**config.mk**
```make
export PLATFORM = sky130hd
export DESIGN_NAME = mms_slave
export DESIGN_NICKNAME = d
export VERILOG_FILES = /design/src/mms_pkg.sv /design/src/mms_slave.sv
export VERILOG_INCLUDE_DIRS = /design/src /design/src/src
export SDC_FILE = /design/constraint.sdc
export NUM_CORES = 1
export LEC_CHECK = 0
export BUFFER_PORTS_ARGS = -buffer_cell sky130_fd_sc_hd__buf_2
export CELL_PAD_IN_SITES_DETAIL_PLACEMENT = 0
export CELL_PAD_IN_SITES_GLOBAL_PLACEMENT = 1
export CORE_ASPECT_RATIO = 1.2
export CORE_UTILIZATION = 51
export DETAILED_ROUTE_END_ITERATION = 8
export GPL_ROUTABILITY_DRIVEN = 1
export GPL_TIMING_DRIVEN = 0
export PLACE_DENSITY_LB_ADDON = 0.1
export SYNTH_ARGS = -nofsm -noshare
export SYNTH_HDL_FRONTEND = slang
export SYNTH_SLANG_ARGS = --single-unit
```
**constraint.sdc**
```tcl
create_clock -name i_clk -period 16.73 [get_ports i_clk]
set_clock_uncertainty 0.15 [all_clocks]
set_input_delay 2.5095 -clock i_clk [delete_from_list [all_inputs] [get_ports i_clk]]
set_output_delay 2.5095 -clock i_clk [all_outputs]
set_load 0.1 [all_outputs]
```
**src/mms_defs.svh**
```systemverilog
// Constants of the measurement slave: framing, timing, map, codes.
// Assumes inclusion by its bare name from the package and the top.
// Contract
// - Serial link runs 19200 baud, eight data bits, no parity, one stop bit.
// - Slave address defaults to the last two decimal serial digits.
// - A valid request is answered within one second.
// - No extra delay is inserted before the reply starts.
// - Frames are separated by seven silent character times on both sides.
// - Values are read with function 03; the reply carries 03 too.
// - 32-bit values go out as byte1, byte0, byte3, byte2.
// - Floats keep sign/exponent/mantissa; 16-bit high byte first; 8-bit in low.
// - Flow float at 6, consumption 8, reverse 14, direction 42.
// - Direction reads 0 for normal flow and 1 for reversed flow.
// - Only one polling message is served at a time.
`ifndef MMS_DEFS_SVH
`define MMS_DEFS_SVH
`define MMS_CLK_HZ 250000000
`define MMS_BAUD 19200
`define MMS_CHAR_BITS 10
`define MMS_DATA_BITS 4'h8
`define MMS_STOP_BIT 4'h9
`define MMS_GAP_CHARS 7
`define MMS_RESP_TIME_MS 1000
`define MMS_MS_PER_S 1000
`define MMS_CRC_INIT 16'hffff
`define MMS_CRC_POLY 16'ha001
`define MMS_FC_READ 8'h03
`define MMS_FC_EXC_BIT 8'h80
`define MMS_EXC_FUNC 8'h01
`define MMS_EXC_ADDR 8'h02
`define MMS_EXC_QTY 8'h03
`define MMS_MAX_QTY 16'h007d
`define MMS_REQ_LEN 4'h8
`define MMS_MIN_LEN 4'h4
`define MMS_NB_SAT 4'hf
`define MMS_EXC_LEN 8'h05
`define MMS_OVH_LEN 8'h05
`define MMS_HDR_LEN 8'h03
`define MMS_B_ADDR 8'h00
`define MMS_B_FC 8'h01
`define MMS_B_CNT 8'h02
`define MMS_REG_FLOW 16'h0006
`define MMS_REG_TOTAL 16'h0008
`define MMS_REG_REV 16'h000e
`define MMS_REG_DIR 16'h002a
`define MMS_REG_SPAN 16'h0001
`define MMS_DEC_TEN 8'h0a
`endif

```
**src/mms_pkg.sv**
```systemverilog
// Types of the measurement slave: state, samples and line carriers.
// Assumes mms_defs.svh sits beside it.
package mms_pkg;
  `include "mms_defs.svh"

  typedef enum logic [1:0] {
    MMS_IDLE = 2'b00,
    MMS_TX = 2'b01
  } mms_st_t;

  typedef struct packed {
    logic [31:0] flow;
    logic [31:0] total;
    logic [31:0] reverse;
    logic dir;
  } mms_meas_t;

  typedef struct packed {
    logic txd;
    logic de;
  } mms_line_t;

  typedef struct packed {
    logic [2:0] sync;
    logic rx_lvl;
    logic rx_busy;
    logic [15:0] rx_cnt;
    logic [3:0] rx_bit;
    logic [7:0] rx_sh;
    logic [3:0] nbytes;
    logic bad;
    logic [15:0] rx_crc;
    logic [19:0] gap;
    logic [63:0] rxb;
    mms_st_t st;
    logic exc;
    logic [7:0] fcode;
    logic [7:0] exc_code;
    logic [15:0] start;
    logic [7:0] len;
    logic [7:0] idx;
    logic [8:0] tx_sh;
    logic [3:0] tx_bitn;
    logic [15:0] tx_cnt;
    logic [15:0] tx_crc;
    logic [27:0] resp;
    mms_meas_t snap;
    logic [7:0] addr;
    logic addr_ok;
    mms_line_t line;
    logic served;
    logic dropped;
  } mms_state_t;
endpackage

```
**src/mms_slave.sv**
```systemverilog
// RTU read-holding-register slave serving four measurement channels.
// Assumes an RS-485 transceiver outside; line idles high.
`timescale 1ns/1ps
`include "mms_defs.svh"
module mms_slave #(
  parameter int BIT_CYCLES = `MMS_CLK_HZ / `MMS_BAUD,
  parameter int GAP_CYCLES = BIT_CYCLES * `MMS_CHAR_BITS * `MMS_GAP_CHARS,
  parameter int RESP_CYCLES = `MMS_CLK_HZ / `MMS_MS_PER_S * `MMS_RESP_TIME_MS
) (
  // Clock and reset
  input wire logic i_clk,
  input wire logic i_rst_n,
  // Serial line
  input wire logic i_rxd,
  output mms_pkg::mms_line_t o_line,
  // Address strap, decimal digits
  input wire logic [3:0] i_serial_tens,
  input wire logic [3:0] i_serial_ones,
  // Measurements
  input mms_pkg::mms_meas_t i_meas,
  // Status
  output logic [7:0] o_slave_addr,
  output logic o_busy,
  output logic o_served,
  output logic o_dropped
);
  import mms_pkg::*;

  // ----------------------------------------
  // Reset release
  // ----------------------------------------
  logic [1:0] rst_sync_q;
  logic rst_n;
  always_ff @(posedge i_clk or negedge i_rst_n) begin
    if (!i_rst_n) begin
      rst_sync_q <= 2'b00;
    end else begin
      rst_sync_q <= {rst_sync_q[0], 1'b1};
    end
  end
  assign rst_n = rst_sync_q[1];

  // ----------------------------------------
  // Helpers
  // ----------------------------------------
  function automatic logic [15:0] mms_crc(input logic [15:0] c, input logic [7:0] b);
    logic [15:0] r;
    r = c ^ {8'h00, b};
    for (int i = 0; i < 8; i++) begin
      r = r[0] ? ((r >> 1) ^ `MMS_CRC_POLY) : (r >> 1);
    end
    return r;
  endfunction

  // Low word at the base register, high word above it
  function automatic logic [15:0] mms_word(input mms_meas_t m, input logic [15:0] a);
    logic [15:0] w;
    w = 16'h0000;
    if (a == `MMS_REG_FLOW) begin
      w = m.flow[15:0];
    end else if (a == `MMS_REG_FLOW + `MMS_REG_SPAN) begin
      w = m.flow[31:16];
    end else if (a == `MMS_REG_TOTAL) begin
      w = m.total[15:0];
    end else if (a == `MMS_REG_TOTAL + `MMS_REG_SPAN) begin
      w = m.total[31:16];
    end else if (a == `MMS_REG_REV) begin
      w = m.reverse[15:0];
    end else if (a == `MMS_REG_REV + `MMS_REG_SPAN) begin
      w = m.reverse[31:16];
    end else if (a == `MMS_REG_DIR) begin
      w = {15'h0000, m.dir};
    end
    return w;
  endfunction

  // Byte at the transmit index; word sent high byte first
  function automatic logic [7:0] mms_tx_byte(input mms_state_t s);
    logic [7:0] k;
    logic [15:0] w;
    k = s.idx - `MMS_HDR_LEN;
    w = mms_word(s.snap, s.start + {9'h000, k[7:1]});
    if (s.idx == s.len - 8'h02) begin
      return s.tx_crc[7:0];
    end else if (s.idx == s.len - 8'h01) begin
      return s.tx_crc[15:8];
    end else if (s.idx == `MMS_B_ADDR) begin
      return s.addr;
    end else if (s.idx == `MMS_B_FC) begin
      return s.exc ? (s.fcode | `MMS_FC_EXC_BIT) : `MMS_FC_READ;
    end else if (s.idx == `MMS_B_CNT) begin
      return s.exc ? s.exc_code : s.len - `MMS_OVH_LEN;
    end
    return k[0] ? w[7:0] : w[15:8];
  endfunction

  function automatic logic mms_in(input logic [15:0] lo, input logic [15:0] a,
                                  input logic [16:0] e);
    return (a >= lo) && (e <= {1'b0, lo + `MMS_REG_SPAN});
  endfunction

  // ----------------------------------------
  // State
  // ----------------------------------------
  localparam mms_state_t MMS_RST = '{sync: 3'b111, rx_lvl: 1'b1,
    rx_crc: `MMS_CRC_INIT, tx_crc: `MMS_CRC_INIT, st: MMS_IDLE,
    line: '{txd: 1'b1, de: 1'b0}, default: '0};

  mms_state_t s_q;
  mms_state_t s_d;
  logic frame_end;
  logic accept;
  logic hit;
  logic [15:0] qty;
  logic [15:0] st_reg;
  logic [16:0] last;
  logic [7:0] fc;

  always_comb begin
    s_d = s_q;
    frame_end = 1'b0;
    accept = 1'b0;
    s_d.served = 1'b0;
    s_d.dropped = 1'b0;
    fc = s_q.rxb[15:8];
    st_reg = {s_q.rxb[23:16], s_q.rxb[31:24]};
    qty = {s_q.rxb[39:32], s_q.rxb[47:40]};
    last = {1'b0, st_reg} + {1'b0, qty} - 17'h00001;
    hit = (s_q.rx_crc == 16'h0000) && !s_q.bad && (s_q.nbytes >= `MMS_MIN_LEN)
      && s_q.addr_ok && (s_q.rxb[7:0] == s_q.addr);
    // Three-stage sampling, change taken when the last two agree
    s_d.sync = {s_q.sync[1:0], i_rxd};
    if (s_q.sync[2] == s_q.sync[1]) begin
      s_d.rx_lvl = s_q.sync[1];
    end
    // Address caught once after reset release
    if (!s_q.addr_ok) begin
      s_d.addr = 8'({4'h0, i_serial_tens} * `MMS_DEC_TEN) + {4'h0, i_serial_ones};
      s_d.addr_ok = 1'b1;
    end
    // Receiver; deaf while replying, one message at a time
    if (s_q.st == MMS_TX) begin
      s_d.rx_busy = 1'b0;
      s_d.gap = 20'h00000;
      s_d.nbytes = 4'h0;
      s_d.bad = 1'b0;
      s_d.rx_crc = `MMS_CRC_INIT;
    end else if (!s_q.rx_busy) begin
      if (!s_q.rx_lvl) begin
        s_d.rx_busy = 1'b1;
        s_d.rx_cnt = 16'(BIT_CYCLES / 2);
        s_d.rx_bit = 4'h0;
      end else begin
        if (s_q.gap != 20'(GAP_CYCLES)) begin
          s_d.gap = s_q.gap + 20'h00001;
        end
        frame_end = (s_q.gap == 20'(GAP_CYCLES - 1)) && (s_q.nbytes != 4'h0);
      end
    end else if (s_q.rx_cnt != 16'h0000) begin
      s_d.rx_cnt = s_q.rx_cnt - 16'h0001;
    end else begin
      // Mid-bit sampling of 8N1 characters
      s_d.rx_cnt = 16'(BIT_CYCLES - 1);
      s_d.rx_bit = s_q.rx_bit + 4'h1;
      if (s_q.rx_bit == 4'h0 && s_q.rx_lvl) begin
        s_d.rx_busy = 1'b0;
      end else if (s_q.rx_bit <= `MMS_DATA_BITS) begin
        s_d.rx_sh = {s_q.rx_lvl, s_q.rx_sh[7:1]};
      end else begin
        s_d.rx_busy = 1'b0;
        s_d.gap = 20'h00000;
        if (!s_q.rx_lvl) begin
          s_d.bad = 1'b1;
        end else begin
          if (s_q.nbytes < `MMS_REQ_LEN) begin
            s_d.rxb[{s_q.nbytes[2:0], 3'b000} +: 8] = s_q.rx_sh;
          end
          if (s_q.nbytes != `MMS_NB_SAT) begin
            s_d.nbytes = s_q.nbytes + 4'h1;
          end
          s_d.rx_crc = mms_crc(s_q.rx_crc, s_q.rx_sh);
        end
      end
    end
    // Frame decision as soon as the gap closes
    if (frame_end) begin
      s_d.nbytes = 4'h0;
      s_d.bad = 1'b0;
      s_d.rx_crc = `MMS_CRC_INIT;
      s_d.exc = 1'b1;
      s_d.fcode = fc;
      s_d.len = `MMS_EXC_LEN;
      s_d.start = st_reg;
      if (!hit) begin
        s_d.dropped = 1'b1;
      end else if (fc != `MMS_FC_READ) begin
        s_d.exc_code = `MMS_EXC_FUNC;
        accept = 1'b1;
      end else if (s_q.nbytes != `MMS_REQ_LEN) begin
        s_d.dropped = 1'b1;
      end else if (qty == 16'h0000 || qty > `MMS_MAX_QTY) begin
        s_d.exc_code = `MMS_EXC_QTY;
        accept = 1'b1;
      end else if (!(mms_in(`MMS_REG_FLOW, st_reg, last - 17'h00002)
          || mms_in(`MMS_REG_TOTAL, st_reg, last)
          || mms_in(`MMS_REG_REV, st_reg, last)
          || mms_in(`MMS_REG_DIR, st_reg, last))) begin
        // Partial word pairs allowed; gaps between channels refused
        s_d.exc_code = `MMS_EXC_ADDR;
        accept = 1'b1;
      end else begin
        s_d.exc = 1'b0;
        s_d.len = `MMS_OVH_LEN + {qty[6:0], 1'b0};
        accept = 1'b1;
      end
    end
    case (s_q.st)
      MMS_IDLE: begin
        if (accept) begin
          // Reply starts next cycle; values frozen for a coherent read
          s_d.st = MMS_TX;
          s_d.idx = 8'h00;
          s_d.tx_bitn = 4'h0;
          s_d.tx_cnt = 16'h0000;
          s_d.tx_crc = `MMS_CRC_INIT;
          s_d.resp = 28'h0000000;
          s_d.snap = i_meas;
          s_d.line.de = 1'b1;
        end
      end
      MMS_TX: begin
        s_d.resp = s_q.resp + 28'h0000001;
        if (s_q.tx_cnt != 16'h0000) begin
          s_d.tx_cnt = s_q.tx_cnt - 16'h0001;
        end else if (s_q.tx_bitn != 4'h0) begin
          s_d.line.txd = s_q.tx_sh[0];
          s_d.tx_sh = {1'b1, s_q.tx_sh[8:1]};
          s_d.tx_bitn = s_q.tx_bitn - 4'h1;
          s_d.tx_cnt = 16'(BIT_CYCLES - 1);
        end else if (s_q.idx == s_q.len) begin
          s_d.st = MMS_IDLE;
          s_d.line = '{txd: 1'b1, de: 1'b0};
          s_d.served = 1'b1;
        end else begin
          s_d.line.txd = 1'b0;
          s_d.tx_sh = {1'b1, mms_tx_byte(s_q)};
          s_d.tx_bitn = `MMS_STOP_BIT;
          s_d.tx_cnt = 16'(BIT_CYCLES - 1);
          s_d.idx = s_q.idx + 8'h01;
          if (s_q.idx < s_q.len - 8'h02) begin
            s_d.tx_crc = mms_crc(s_q.tx_crc, mms_tx_byte(s_q));
          end
        end
        // Watchdog: a reply never outlasts the response time
        if (s_q.resp == 28'(RESP_CYCLES - 1)) begin
          s_d.st = MMS_IDLE;
          s_d.line = '{txd: 1'b1, de: 1'b0};
        end
      end
      default: begin
        s_d.st = MMS_IDLE;
      end
    endcase
  end

  always_ff @(posedge i_clk or negedge rst_n) begin
    if (!rst_n) begin
      s_q <= MMS_RST;
    end else begin
      s_q <= s_d;
    end
  end

  // ----------------------------------------
  // Outputs
  // ----------------------------------------
  assign o_line = s_q.line;
  assign o_slave_addr = s_q.addr;
  assign o_busy = (s_q.st == MMS_TX);
  assign o_served = s_q.served;
  assign o_dropped = s_q.dropped;

  // ----------------------------------------
  // Checks
  // ----------------------------------------
  property p_idle_high;
    @(posedge i_clk) disable iff (!rst_n) !s_q.line.de |-> s_q.line.txd;
  endproperty
  a_idle_high: assert property (p_idle_high) else $error("line not idle high");

  property p_addr;
    @(posedge i_clk) disable iff (!rst_n) s_q.addr_ok |->
      s_q.addr == 8'(i_serial_tens * `MMS_DEC_TEN + i_serial_ones);
  endproperty
  a_addr: assert property (p_addr) else $error("slave address wrong");

  property p_quick;
    @(posedge i_clk) disable iff (!rst_n) accept |=> s_q.line.de && s_q.st == MMS_TX;
  endproperty
  a_quick: assert property (p_quick) else $error("reply not started");

  property p_bounded;
    @(posedge i_clk) disable iff (!rst_n) s_q.st == MMS_TX |-> s_q.resp < 28'(RESP_CYCLES);
  endproperty
  a_bounded: assert property (p_bounded) else $error("reply too long");

  property p_gap;
    @(posedge i_clk) disable iff (!rst_n) $rose(s_q.line.de) |->
      $past(s_q.gap) == 20'(GAP_CYCLES - 1);
  endproperty
  a_gap: assert property (p_gap) else $error("reply before gap");

  property p_fc;
    @(posedge i_clk) disable iff (!rst_n)
      s_q.st == MMS_TX && !s_q.exc && s_q.idx == `MMS_B_FC && s_q.tx_bitn == 4'h0
      && s_q.tx_cnt == 16'h0000 |=> s_q.tx_sh[7:0] == `MMS_FC_READ;
  endproperty
  a_fc: assert property (p_fc) else $error("wrong function code");

  property p_order;
    @(posedge i_clk) disable iff (!rst_n) $changed(s_q.idx) && s_q.idx == `MMS_HDR_LEN + 8'h01
      && !s_q.exc && s_q.start == `MMS_REG_TOTAL |-> s_q.tx_sh[7:0] == s_q.snap.total[15:8];
  endproperty
  a_order: assert property (p_order) else $error("word order wrong");

  property p_dir;
    @(posedge i_clk) disable iff (!rst_n) $changed(s_q.idx) && s_q.idx == `MMS_HDR_LEN + 8'h02
      && !s_q.exc && s_q.start == `MMS_REG_DIR |-> s_q.tx_sh[7:0] == {7'h00, s_q.snap.dir};
  endproperty
  a_dir: assert property (p_dir) else $error("direction value wrong");

  property p_drop;
    @(posedge i_clk) disable iff (!rst_n) frame_end && !hit |=> !s_q.line.de [*2];
  endproperty
  a_drop: assert property (p_drop) else $error("bad frame answered");

  property p_single;
    @(posedge i_clk) disable iff (!rst_n) s_q.st == MMS_TX |-> !frame_end && !s_q.rx_busy;
  endproperty
  a_single: assert property (p_single) else $error("second message taken");
endmodule

```
### After elaboration in Yosys (flattened, before gate mapping)

Cells that the tools add are included.

* word-level logic and storage cells: 313
* output and inout port bits: 13
* flip-flop bits (word level): 373
* input port bits: 108

* shift operators: 2
* multipliers: 1
* muxes and demuxes: 128
* equal/unequal tests: 44
* reduce and logical (&&, ||, !) cells: 49
* add/subtract/negate cells: 19
* magnitude comparators: 13
* bitwise logic cells: 23

Operators by type and width (number)
* 16-bit two-way mux: 28
* 8-bit two-way mux: 27
* 161-bit two-way mux: 1
* 64-bit two-way mux: 2
* 64-bit case mux with 2 select lines: 1
* 117-bit two-way mux: 1
* 113-bit two-way mux: 1
* 105-bit two-way mux: 1
* 21-bit two-way mux: 5
* 64-bit bitwise mux: 1
* 16-bit by 4-bit == test with 1-bit output (second input constant): 4
* 8-bit by 8-bit variable shift with 64-bit output (first input constant): 1
* 8-bit by 8-bit variable part select with 64-bit output: 1
* 20-bit two-way mux: 3
* 53-bit two-way mux: 1
* 2-bit inverter with 3-bit output: 16
* 41-bit two-way mux: 1
* 1-bit two-way mux: 40
* 17-bit by 4-bit <= comparator with 1-bit output (second input constant): 2
* 16-bit by 3-bit == test with 1-bit output (second input constant): 2
* 8-bit == test: 4
* 16-bit by 4-bit >= comparator with 1-bit output (second input constant): 2
* 16-bit zero test: 2
* 16-bit nonzero test: 2
* 65 further kinds: 130

### Logic depth before layout (Yosys ltp)

Gate-level depths: netlist (run 1).

* word-level depth: 39
* gate-level depth with buffers: 19
* mapped depth without buffers: 18

### Worst setup path after synthesis (run 1)

Ideal clock, no wire load.

* kind: flip-flop to flip-flop
* start point: register s_q[188] in the netlist's numbering
* end point: register s_q[138] in the netlist's numbering
* stages on the path, launching flop included: 20
* arrival time: 4.637 ns
* path slack: 11.866 ns
* required time: 16.503 ns
* period minus slack after synthesis: 4.864 ns
* path buffers: 2
* library setup time: 0.077 ns
* cell sequence: dfrtp_1 clkbuf_1 or4_1 a211oi_1 xor2_1 ha_1 nor2_1 nor2_1 o41ai_4 and3b_1 o32a_1 and3_1 buf_2 a21oi_1 mux2i_1 xnor2_1 xor3_2 xnor2_2 xor2_1 a31oi_1

* longest elaborated chain between the ends: 32
* elaborated cells between the ends (all ways): 68
* classes of those cells: add/sub: 2; order compare: 1; eq/ne: 14; mux: 41; bitwise: 8; reduce/logical: 2

RTL lines
* start: declaration: RTL line mms_slave.sv:109 `mms_state_t s_q;`
* start signal: assignment: RTL line mms_slave.sv:268 `s_q <= MMS_RST;`
* start signal: assignment: RTL line mms_slave.sv:270 `s_q <= s_d;`
* branches (longest 32 deep; another with 16-bit by 7-bit adder with 16-bit output)

Parallel ways; which one is timed is not known. The select of a mux whose other input is x is not followed.
A chain may end at the register's enable or synchronous reset.

### Worst setup path in the final report (run 1)

* start point: register s_q[183] in the netlist's numbering
* end point: register s_q[138] in the netlist's numbering

Same word-level chain as after synthesis.

==> flow_summary.ini, run 1 <==
[outcome]
outcome = finished clean

[timing]
max_slew_margin_pct = 13.5
finalSetupTns_ps = 0
setup_viol = 0
period_share_pct = 36.2
finalCriticalPeriod_ps = 6060
report.final.slew_viol_count = 0
rsz0062_at_grt = no
fmax_ghz = 0.165
worst_slack_ps = 10670
hold_viol = 0
tightest_slew_ps = 1290

[drt]
ant_nets = 0
vias_per_cell = 5.61
first_iter_violations = 975
wl_mm = 55.7
drc = 0
dr.pass1.iters = 6
avgRoutedWirePerCell_um = 18.6
num_vias = 16800

[clock_tree]
cts_tree = built
postCtsSetupRepairBufs = 0
cts_resized = 0
htree_levels = 2
path_clk_slew_ps = 60
cts_sinks = 349
root_buffer = clkbuf_16
clock_latency_ps = 560
cts_made_buffers = 39
ctsHoldBuffers = 0
cts_buffer_depth = 3

[synthesis]
syn_area_um2 = 19900
ys_warn_count = 0
ys.flop_type = dfrtp_1
avgSynthCellArea_um2 = 8.78
async_reset_ff_share_pct = 100
yosysTopAreaCell = dfrtp_1
ys_ff_latch = 349
synth.distinct_cells = 97
synth_area_leaders = dfrtp_1, nand2_1, ha_1, dfstp_2, o21ai_0
synth_top_area_share_pct = 39.2
syn_inst = 2270
synth_edf_count = 0
yosysSeqAreaShare_pct = 44.1

[global_route]
grt_util_all_layers_pct = 28.6
overflow = 0
grt_pass1_wl_mm = 88.7
grt_antenna_before_repair = 0
grt_pass1_vias = 16500
grt_max_degree = 70

[worst_setup_path]
critPathMaxFanout = 11
worstPathArrival_ps = 6350
cp-end-kind = register
max_stage_delay_ps = 560
rr_worst_depth = 18
path_class = register to register
r2r_end = s_q[138]$_DFFE_PN1P_
cpLargestDelayFamily = XOR/XNOR gates
start_kind = register
startpoint = s_q[183]$_DFFE_PN0P_
crit_slowest_cell = dfrtp_1
cp.depth = 18
required_ps = 17020
rrSetupSlack_ps = 10670
critPathCapture = s_q[138]$_DFFE_PN1P_
crit_buf_inv = 2
timing.rr.start = s_q[183]$_DFFE_PN0P_
cp_cell_sequence = clkinv_1 > ha_1 > ha_1 > fa_1 > xor2_2 > nor2_1 > nand3_1 > clkbuf_1 > nor2_1 > a311oi_1 > o32ai_1 > a31oi_1 > xnor2_1 > xor2_1 > xor3_2 > xnor2_2 > xor2_1 > a31oi_1

[finish]
drive_gt1_share_pct = 12.9
final_nets = 2630
syn_to_final_growth_pct = 14.0
fill_cells = 3478

[worst_hold_path]
hold_path_class = register to register
min_from = s_d[370]$_DFF_PN1_

[die]
die_area_um2 = 39900
initial_utilization_pct = 52.2
coreArea_um2 = 38200
rows = 78
die_w_um = 182
die_h_um = 219
ios = 121

[place]
place.gp.congestion = 0.905
detailed_place_hpwl_mm = 41.7
io_buffer_count = 120
post-place-ws_ps = 10830

[pwr]
irDropWorstVdd_mv = 0.0896
p_leak_nw = 10.3
powerDensity_nw_per_um2 = 82.2

[job]
maxCapViolations = 0
-- report_power, final --
| group | switching, mW | leakage (nW) | internal, mW |
|---|---|---|---|
| clock network | 0.357 | 0.665 | 0.566 |
| logic | 0.0549 | 5.77 | 0.0268 |
| registers | 0.0148 | 3.90 | 0.849 |
-- worst reg2reg max path, cell delays in order, from the launching register on --
cell and delay, ps:
dfrtp_1 560, clkinv_1 420, ha_1 460, ha_1 240, fa_1 430, xor2_2 220
nor2_1 160, nand3_1 330, clkbuf_1 370, nor2_1 260, a311oi_1 100, o32ai_1 560
a31oi_1 230, xnor2_1 330, xor2_1 270, xor3_2 350, xnor2_2 230, xor2_1 170
a31oi_1 100
-- synth_stat cells, types with 16 or more instances --
cell      instances
o21ai_0         134
nand3_1          67
clkbuf_1         83
inv_1           113
and3_1           17
xor2_1           64
nor3_1           33
a21oi_1          70
o211ai_1         20
nor4_1           26
o22ai_1          16
ha_1             79
nand2_1         521
xnor2_1          76
dfrtp_1         312
mux2i_1          33
a31oi_1          20
nor2_1          171
dfstp_2          37
mux2_2           38
nand4_1          42
a21o_1           17
-- logic make-up (layout without fill, tap and decap cells) --
family | Yosys count | in the layout | share of synthesized area [%]
and+or+nand+nor | 985 | 985 | 22.2
AOI/OAI and AO/OA | 410 | 410 | 13.4
DFF | 349 | 349 | 44.1
buffers and inverters | 226 | 424 | 4.63
xor gates and xnor gates | 143 | 143 | 6.44
adders and majority gates | 84 | 84 | 5.41
muxes | 72 | 72 | 3.86
other | 1 | 3 | 0.0188
-- through the flow --
step | util (%) | power [mW] | hold slack, ps | instance area (um^2) | instances
floorplan | - | 0.924 | 181 | 19900 | 2271
global placement | 55.5 | 0.957 | 185 | 21200 | 2911
detailed placement | 55.9 | 0.962 | 199 | 21300 | 2918
CTS | 59.5 | 1.89 | 208 | 22700 | 2989
global route | 59.5 | 1.92 | 210 | 22700 | 2989
finish | 59.5 | 1.87 | 206 | 22700 | 2990
-- final cells by class --
| class | instances | area [um^2] | area share (%) |
|---|---|---|---|
| repair buffers | 127 | 751 | 3.30 |
| inverters | 114 | 428 | 1.88 |
| flip-flops and latches | 349 | 8780 | 38.7 |
| clock inverters | 11 | 188 | 0.826 |
| multi-input cells | 1696 | 10200 | 45.0 |
| diodes | 1 | 2.50 | 0.0110 |
| well taps | 520 | 651 | 2.86 |
| clock buffers | 60 | 1190 | 5.23 |
| plain buffers | 112 | 495 | 2.18 |
-- layer usage --
metal	track usage (%)	up-vias	share of wire (%)
met4	11.5	0	3.5
met3	3.77	97	4.7
met1	35.9	8122	42
met5	0	-	0
met2	49.8	392	50
li1	-	8150	-
-- worst min-delay path by stage --
| stage | slack [ps] | cells past startpoint | to |
|---|---|---|---|
| global placement | 190 | 0 | rst_sync_q[1]$_DFF_PN0_ |
| global route | 210 | 0 | s_d[371]$_DFF_PN1_ |
| detailed placement | 200 | 0 | s_d[371]$_DFF_PN1_ |
| finish | 210 | 0 | s_d[371]$_DFF_PN1_ |
| CTS | 210 | 0 | s_d[371]$_DFF_PN1_ |
| floorplan | 180 | 0 | rst_sync_q[1]$_DFF_PN0_ |
-- layout by cell type, fill, tap and decap left out, types with 10 or more instances in the layout --
cell type  synthesis  final
a211oi_1          11     11
a21o_1            17     17
a21oi_1           70     70
a22o_1            10     10
a22oi_1           14     14
a31oi_1           20     20
and2_1            10     10
and3_1            17     17
buf_2              9    130
buf_4             11     12
clkbuf_1          83     93
clkbuf_16          0     41
dfrtp_1          312    311
dfstp_2           37     37
ha_1              79     79
inv_1            113    113
mux2_2            38     38
mux2i_1           33     33
nand2_1          521    521
nand2b_1          15     15
nand3_1           67     67
nand4_1           42     42
nor2_1           171    171
nor2b_1           14     14
nor3_1            33     33
nor4_1            26     26
o211ai_1          20     20
o21ai_0          134    134
o22ai_1           16     16
or3_1             15     15
xnor2_1           76     76
xor2_1            64     64
Power figures use the tool's default switching activity.
==> run 2, diff against run 1 <==
CORE_UTILIZATION = 43   (was 51)
clock period = 4.9 ns   (was 16.73 ns; I/O delays follow)
==> run 2 against run 1 <==
The flow now finishes with violations (setup timing). Final cell count is 4.4% higher. Combinational power increased to 3.5 times the previous value. Clock-buffer cell count is 4 lower. Total power grew to 3.4 times the previous value. Sequential power grew to 3.4 times the previous value. Flip-flop and latch count stayed put. Critical path depth unchanged. Critical endpoint unchanged. Largest power group unchanged. Highest routed layer unchanged.
==> flow_summary.ini, run 2 (synthesis gave the netlist of run 1 again) <==
[outcome]
outcome = complete, but fails checks
violations = setup timing

[worst_setup_path]
timing.rr.start = s_q[183]$_DFFE_PN0P_
worstPathArrival_ps = 5230
start_kind = register
cp_cell_sequence = clkinv_4 > ha_4 > ha_4 > fa_2 > xor2_4 > and3_4 > buf_6 > a22o_1 > a222oi_1 > nor3b_2 > nor3_2 > a21oi_4 > mux2i_2 > xnor2_2 > xor3_2 > xnor2_2 > xor2_1 > a31oi_1
path_class = register to register
critPathMaxFanout = 10
required_ps = 5200
crit_buf_inv = 2
crit_slowest_cell = xor3_2
cpLargestDelayFamily = XOR/XNOR gates
cp-end-kind = register
startpoint = s_q[183]$_DFFE_PN0P_
max_stage_delay_ps = 520

[timing]
report.final.slew_viol_count = 0
max_slew_margin_pct = 15.3
rsz0062_at_grt = yes
hold_viol = 0
period_share_pct = 101
worst_slack_ps = -27.5
finalSetupTns_ps = -27.5
tightest_slew_ps = 1260
whs_ps = 44.8
fmax_ghz = 0.203
finalCriticalPeriod_ps = 4930
setup_viol = 1

[job]
maxCapViolations = 0

[drt]
avgRoutedWirePerCell_um = 18.9
ant_nets = 0
drc = 0
first_iter_violations = 1048
vias_per_cell = 5.41
wl_mm = 58.8
num_vias = 16900
dr.pass1.iters = 7

[finish]
drive_gt1_share_pct = 17.6
mostFrequentLayoutCells = nand2_1, dfrtp_1, nor2_1
regArea_um2 = 8790
final_common_cell = nand2_1
syn_to_final_growth_pct = 19.3
final_nets = 2666
fin_util_pct = 51.8
num_antenna_cells = 0
fill_cells = 4398
multiInputGateArea_um2 = 10800

[die]
die_area_um2 = 47200
rows = 86
initial_utilization_pct = 43.5
coreArea_um2 = 45800
die_w_um = 199
die_h_um = 238
ios = 121

[clock_tree]
cts_tree = built
htree_levels = 2
path_clk_slew_ps = 60
clock_latency_ps = 560
root_buffer = clkbuf_16
cts_made_buffers = 40
cts_sinks = 349
cts_buffer_depth = 3

[pwr]
p_leak_nw = 10.7
total_power_mw = 6.36
irDropWorstVdd_mv = 0.255
powerDensity_nw_per_um2 = 267

[place]
io_buffer_count = 120
place.gp.congestion = 0.881
detailed_place_hpwl_mm = 43.4
post-place-ws_ps = -1150

[global_route]
grt_util_all_layers_pct = 25.3
grt_max_degree = 66
grt_pass1_wl_mm = 92.7
overflow = 0
grt_pass1_vias = 16900
grt_antenna_before_repair = 0

[worst_hold_path]
hold_path_class = register to async pin
## run 2: changes by cell type in the layout (fill, tap and decap cells not counted), moves of 6 or more
cell,change
a21oi_4,+6
xnor2_1,-9
buf_4,+37
a21oi_1,-6
clkbuf_1,-12
xnor2_2,+8
ha_1,-8
## run 2: area by class of cell
type                    instances  share of cell area [%]
well taps                     616                    3.24
repair buffers                165                    4.47
plain buffers                 109                    2.33
multi-input cells            1696                    45.4
clock buffers                  56                    4.93
flip-flops and latches        349                    37.0
inverters                     114                    1.82
clock inverters                16                   0.827
## run 2: final timing paths
kind | end | slack (ps) | depth (start not counted)
max in group asynchronous | s_q[368]$_DFFE_PN1N_ | 3300 | 3
min in group i_clk | s_d[370]$_DFF_PN1_ | 120 | 1
max reg2reg | s_q[138]$_DFFE_PN1P_ | -30 | 18
min | o_slave_addr[2]$_DFFE_PN0N_ | 40 | 0
min reg2reg | o_slave_addr[2]$_DFFE_PN0N_ | 40 | 0
max | s_q[138]$_DFFE_PN1P_ | -30 | 18
## run 2: power breakdown
group	switching, mW	total, mW	internal [mW]
registers	0.0478	2.95	2.90
logic	0.194	0.289	0.0942
clock network	1.24	3.12	1.88
## run 2: through the flow
stage                     std cells  cell area (um^2)
after floorplan                2271             19900
after global placement         3007             21300
after detailed placement       3015             21500
after CTS                      3108             23400
after global routing           3121             23800
final                          3121             23800
## run 2: per-layer routing
metal	vias to the layer above	track usage [%]	routed length, um
li1	8221	-	-
met1	8275	32.7	25800
met2	280	42.4	28700
met3	102	2.95	1940
met4	0	11.5	2370
met5	-	0	0
## run 2: repair_timing
action | 4_1_cts | 5_1_grt
setup buffers | 22 | 14
pin swaps | 22 | 26
hold buffers | 1 | 0
gates resized for setup | 88 | 47
endpoints found under the hold margin | 2 | 0
setup endpoints to repair | 25 | 37
## run 2: worst register-to-register path, cell delays in order (launching register included)
cell	delay, ps
dfrtp_2	480
clkinv_4	90
ha_4	270
ha_4	180
fa_2	440
xor2_4	200
and3_4	200
buf_6	140
a22o_1	240
a222oi_1	380
nor3b_2	290
nor3_2	90
a21oi_4	170
mux2i_2	310
xnor2_2	180
xor3_2	520
xnor2_2	220
xor2_1	160
a31oi_1	100
==> run 3, diff against run 2 <==
GPL_TIMING_DRIVEN = default   (was 0)
==> run 3 against run 2 <==
The run now ends clean. Clock power fell by 2%. Flip-flop and latch count did not move. Register-to-register slack improved by 120 ps. Core utilization shrank 1.3 points. Total power decreased by 1.3%. Combinational power down 10%. Highest routed layer unchanged. Non-clock buffer count down 65. Wire length is 4.9% lower.
==> flow_summary.ini, run 3 (synthesis gave the netlist of run 1 again) <==
[outcome]
outcome = finished clean

[worst_setup_path]
startpoint = s_q[184]$_DFFE_PN0P_
r2r_end = s_q[138]$_DFFE_PN1P_
crit_slowest_cell = xor3_2
cp-end-kind = register
critPathMaxFanout = 7
rrSetupSlack_ps = 90
timing.rr.start = s_q[184]$_DFFE_PN0P_
cp_cell_sequence = buf_4 > a21oi_4 > nor3b_2 > xnor2_1 > ha_1 > and3_1 > o2bb2ai_2 > o41ai_4 > nor2_1 > o32a_1 > and3_4 > buf_4 > o211a_1 > xnor2_2 > xor2_1 > xor3_2 > xnor2_2 > xor2_1 > a31oi_1
max_stage_delay_ps = 510
start_kind = register
path_class = register to register
rr_worst_depth = 19
required_ps = 5230
worstPathArrival_ps = 5140

[place]
post-place-ws_ps = 56.4
io_buffer_count = 120
postPlaceCellArea_um2 = 21500
place.gp.congestion = 0.902
detailed_place_hpwl_mm = 41.3

[die]
coreArea_um2 = 45800
die_area_um2 = 47200
rows = 86
die_h_um = 238
die_w_um = 199
initial_utilization_pct = 43.5
ios = 121

[drt]
vias_per_cell = 5.36
dr.pass1.iters = 5
ant_nets = 0
first_iter_violations = 948
drc = 0
wl_mm = 56.0
num_vias = 16400
avgRoutedWirePerCell_um = 18.3

[finish]
mostFrequentLayoutCells = nand2_1, dfrtp_1, nor2_1
drive_gt1_share_pct = 17.2
final_common_cell = nand2_1
multiInputGateArea_um2 = 10500
num_antenna_cells = 0
design_area_um2 = 23200
fill_cells = 4534
final_nets = 2601
regArea_um2 = 8790
syn_to_final_growth_pct = 16.2

[pwr]
powerDensity_nw_per_um2 = 271
irDropWorstVdd_mv = 0.259
p_leak_nw = 10.6

[global_route]
grt_antenna_before_repair = 0
grt_util_all_layers_pct = 24.2
grt_pass1_wl_mm = 89.3
overflow = 0
grt_max_degree = 127
grt_pass1_vias = 16000

[timing]
setup_viol = 0
max_slew_margin_pct = 25.1
finalSetupTns_ps = 0
worst_slack_ps = 92.4
report.final.slew_viol_count = 0
hold_viol = 0
finalCriticalPeriod_ps = 4810
rsz0062_at_grt = yes
period_share_pct = 98.1
tightest_slew_ps = 1110
fmax_ghz = 0.208

[clock_tree]
htree_levels = 2
cts_made_buffers = 40
path_clk_slew_ps = 60
cts_tree = built
cts_buffer_depth = 3
cts_sinks = 349
clock_latency_ps = 580
root_buffer = clkbuf_16

[worst_hold_path]
whs_endpoint = s_d[370]$_DFF_PN1_
holdPathStages = 1
hold_path_class = input port to register
min_from = i_rxd

[job]
maxCapViolations = 0
-- run 3: metal layers --
| layer | vias up | global-route usage [%] | wire [um] |
|---|---|---|---|
| met5 | - | 0 | 0 |
| met4 | 0 | 7.74 | 1660 |
| met3 | 79 | 2.67 | 1930 |
| met2 | 289 | 41.8 | 27900 |
| met1 | 7932 | 31.6 | 24500 |
| li1 | 8082 | - | - |
-- run 3: timing repair --
| item | in CTS | in global routing |
|---|---|---|
| gates resized for setup | 0 | 44 |
| endpoints found under the setup margin | 0 | 11 |
| endpoints found under the hold margin | 2 | 0 |
| buffers inserted | 0 | 6 |
| hold buffers | 1 | 0 |
-- run 3: worst max path at each step --
stage	endpoint	depth (start not counted)
CTS	s_q[138]$_DFFE_PN1P_	17
floorplan	s_q[138]$_DFFE_PN1P_	19
detailed placement	s_q[138]$_DFFE_PN1P_	19
global placement	s_q[138]$_DFFE_PN1P_	17
finish	s_q[138]$_DFFE_PN1P_	19
global route	s_q[138]$_DFFE_PN1P_	19
-- run 3: worst max-delay path: cells and delay by family, from the launching register on --
family	cells	cell delay (ps)
flops	1	400
simple gates	4	700
xor+xnor	6	1350
fa+ha+maj	1	370
compound gates	6	1420
buf+inv	2	350
-- run 3: through the flow --
stage          hold WS (ps)  cells  util (%)  total power [mW]
6_report                103   3057      50.5              6.27
5_1_grt                78.4   3057      50.5              6.48
3_5_place_dp            189   2977      47.0              3.27
3_3_place_gp            185   2977      47.0              3.27
2_1_floorplan           181   2271         -              3.16
4_1_cts                66.1   3051      50.0              6.37
-- run 3: area by class of cell --
class	instances	share of cell area, %
clock inverters	14	0.789
inverters	114	1.85
flip-flops and latches	349	37.9
multi-input cells	1696	45.2
well taps	616	3.33
repair buffers	209	5.81
clock buffers	59	5.06
-- run 3: power breakdown --
part           total, mW  internal (mW)  switching [mW]
Combinational      0.260         0.0721           0.188
Sequential          2.95           2.90          0.0464
Clock               3.06           1.83            1.24
Total               6.27           4.80            1.47
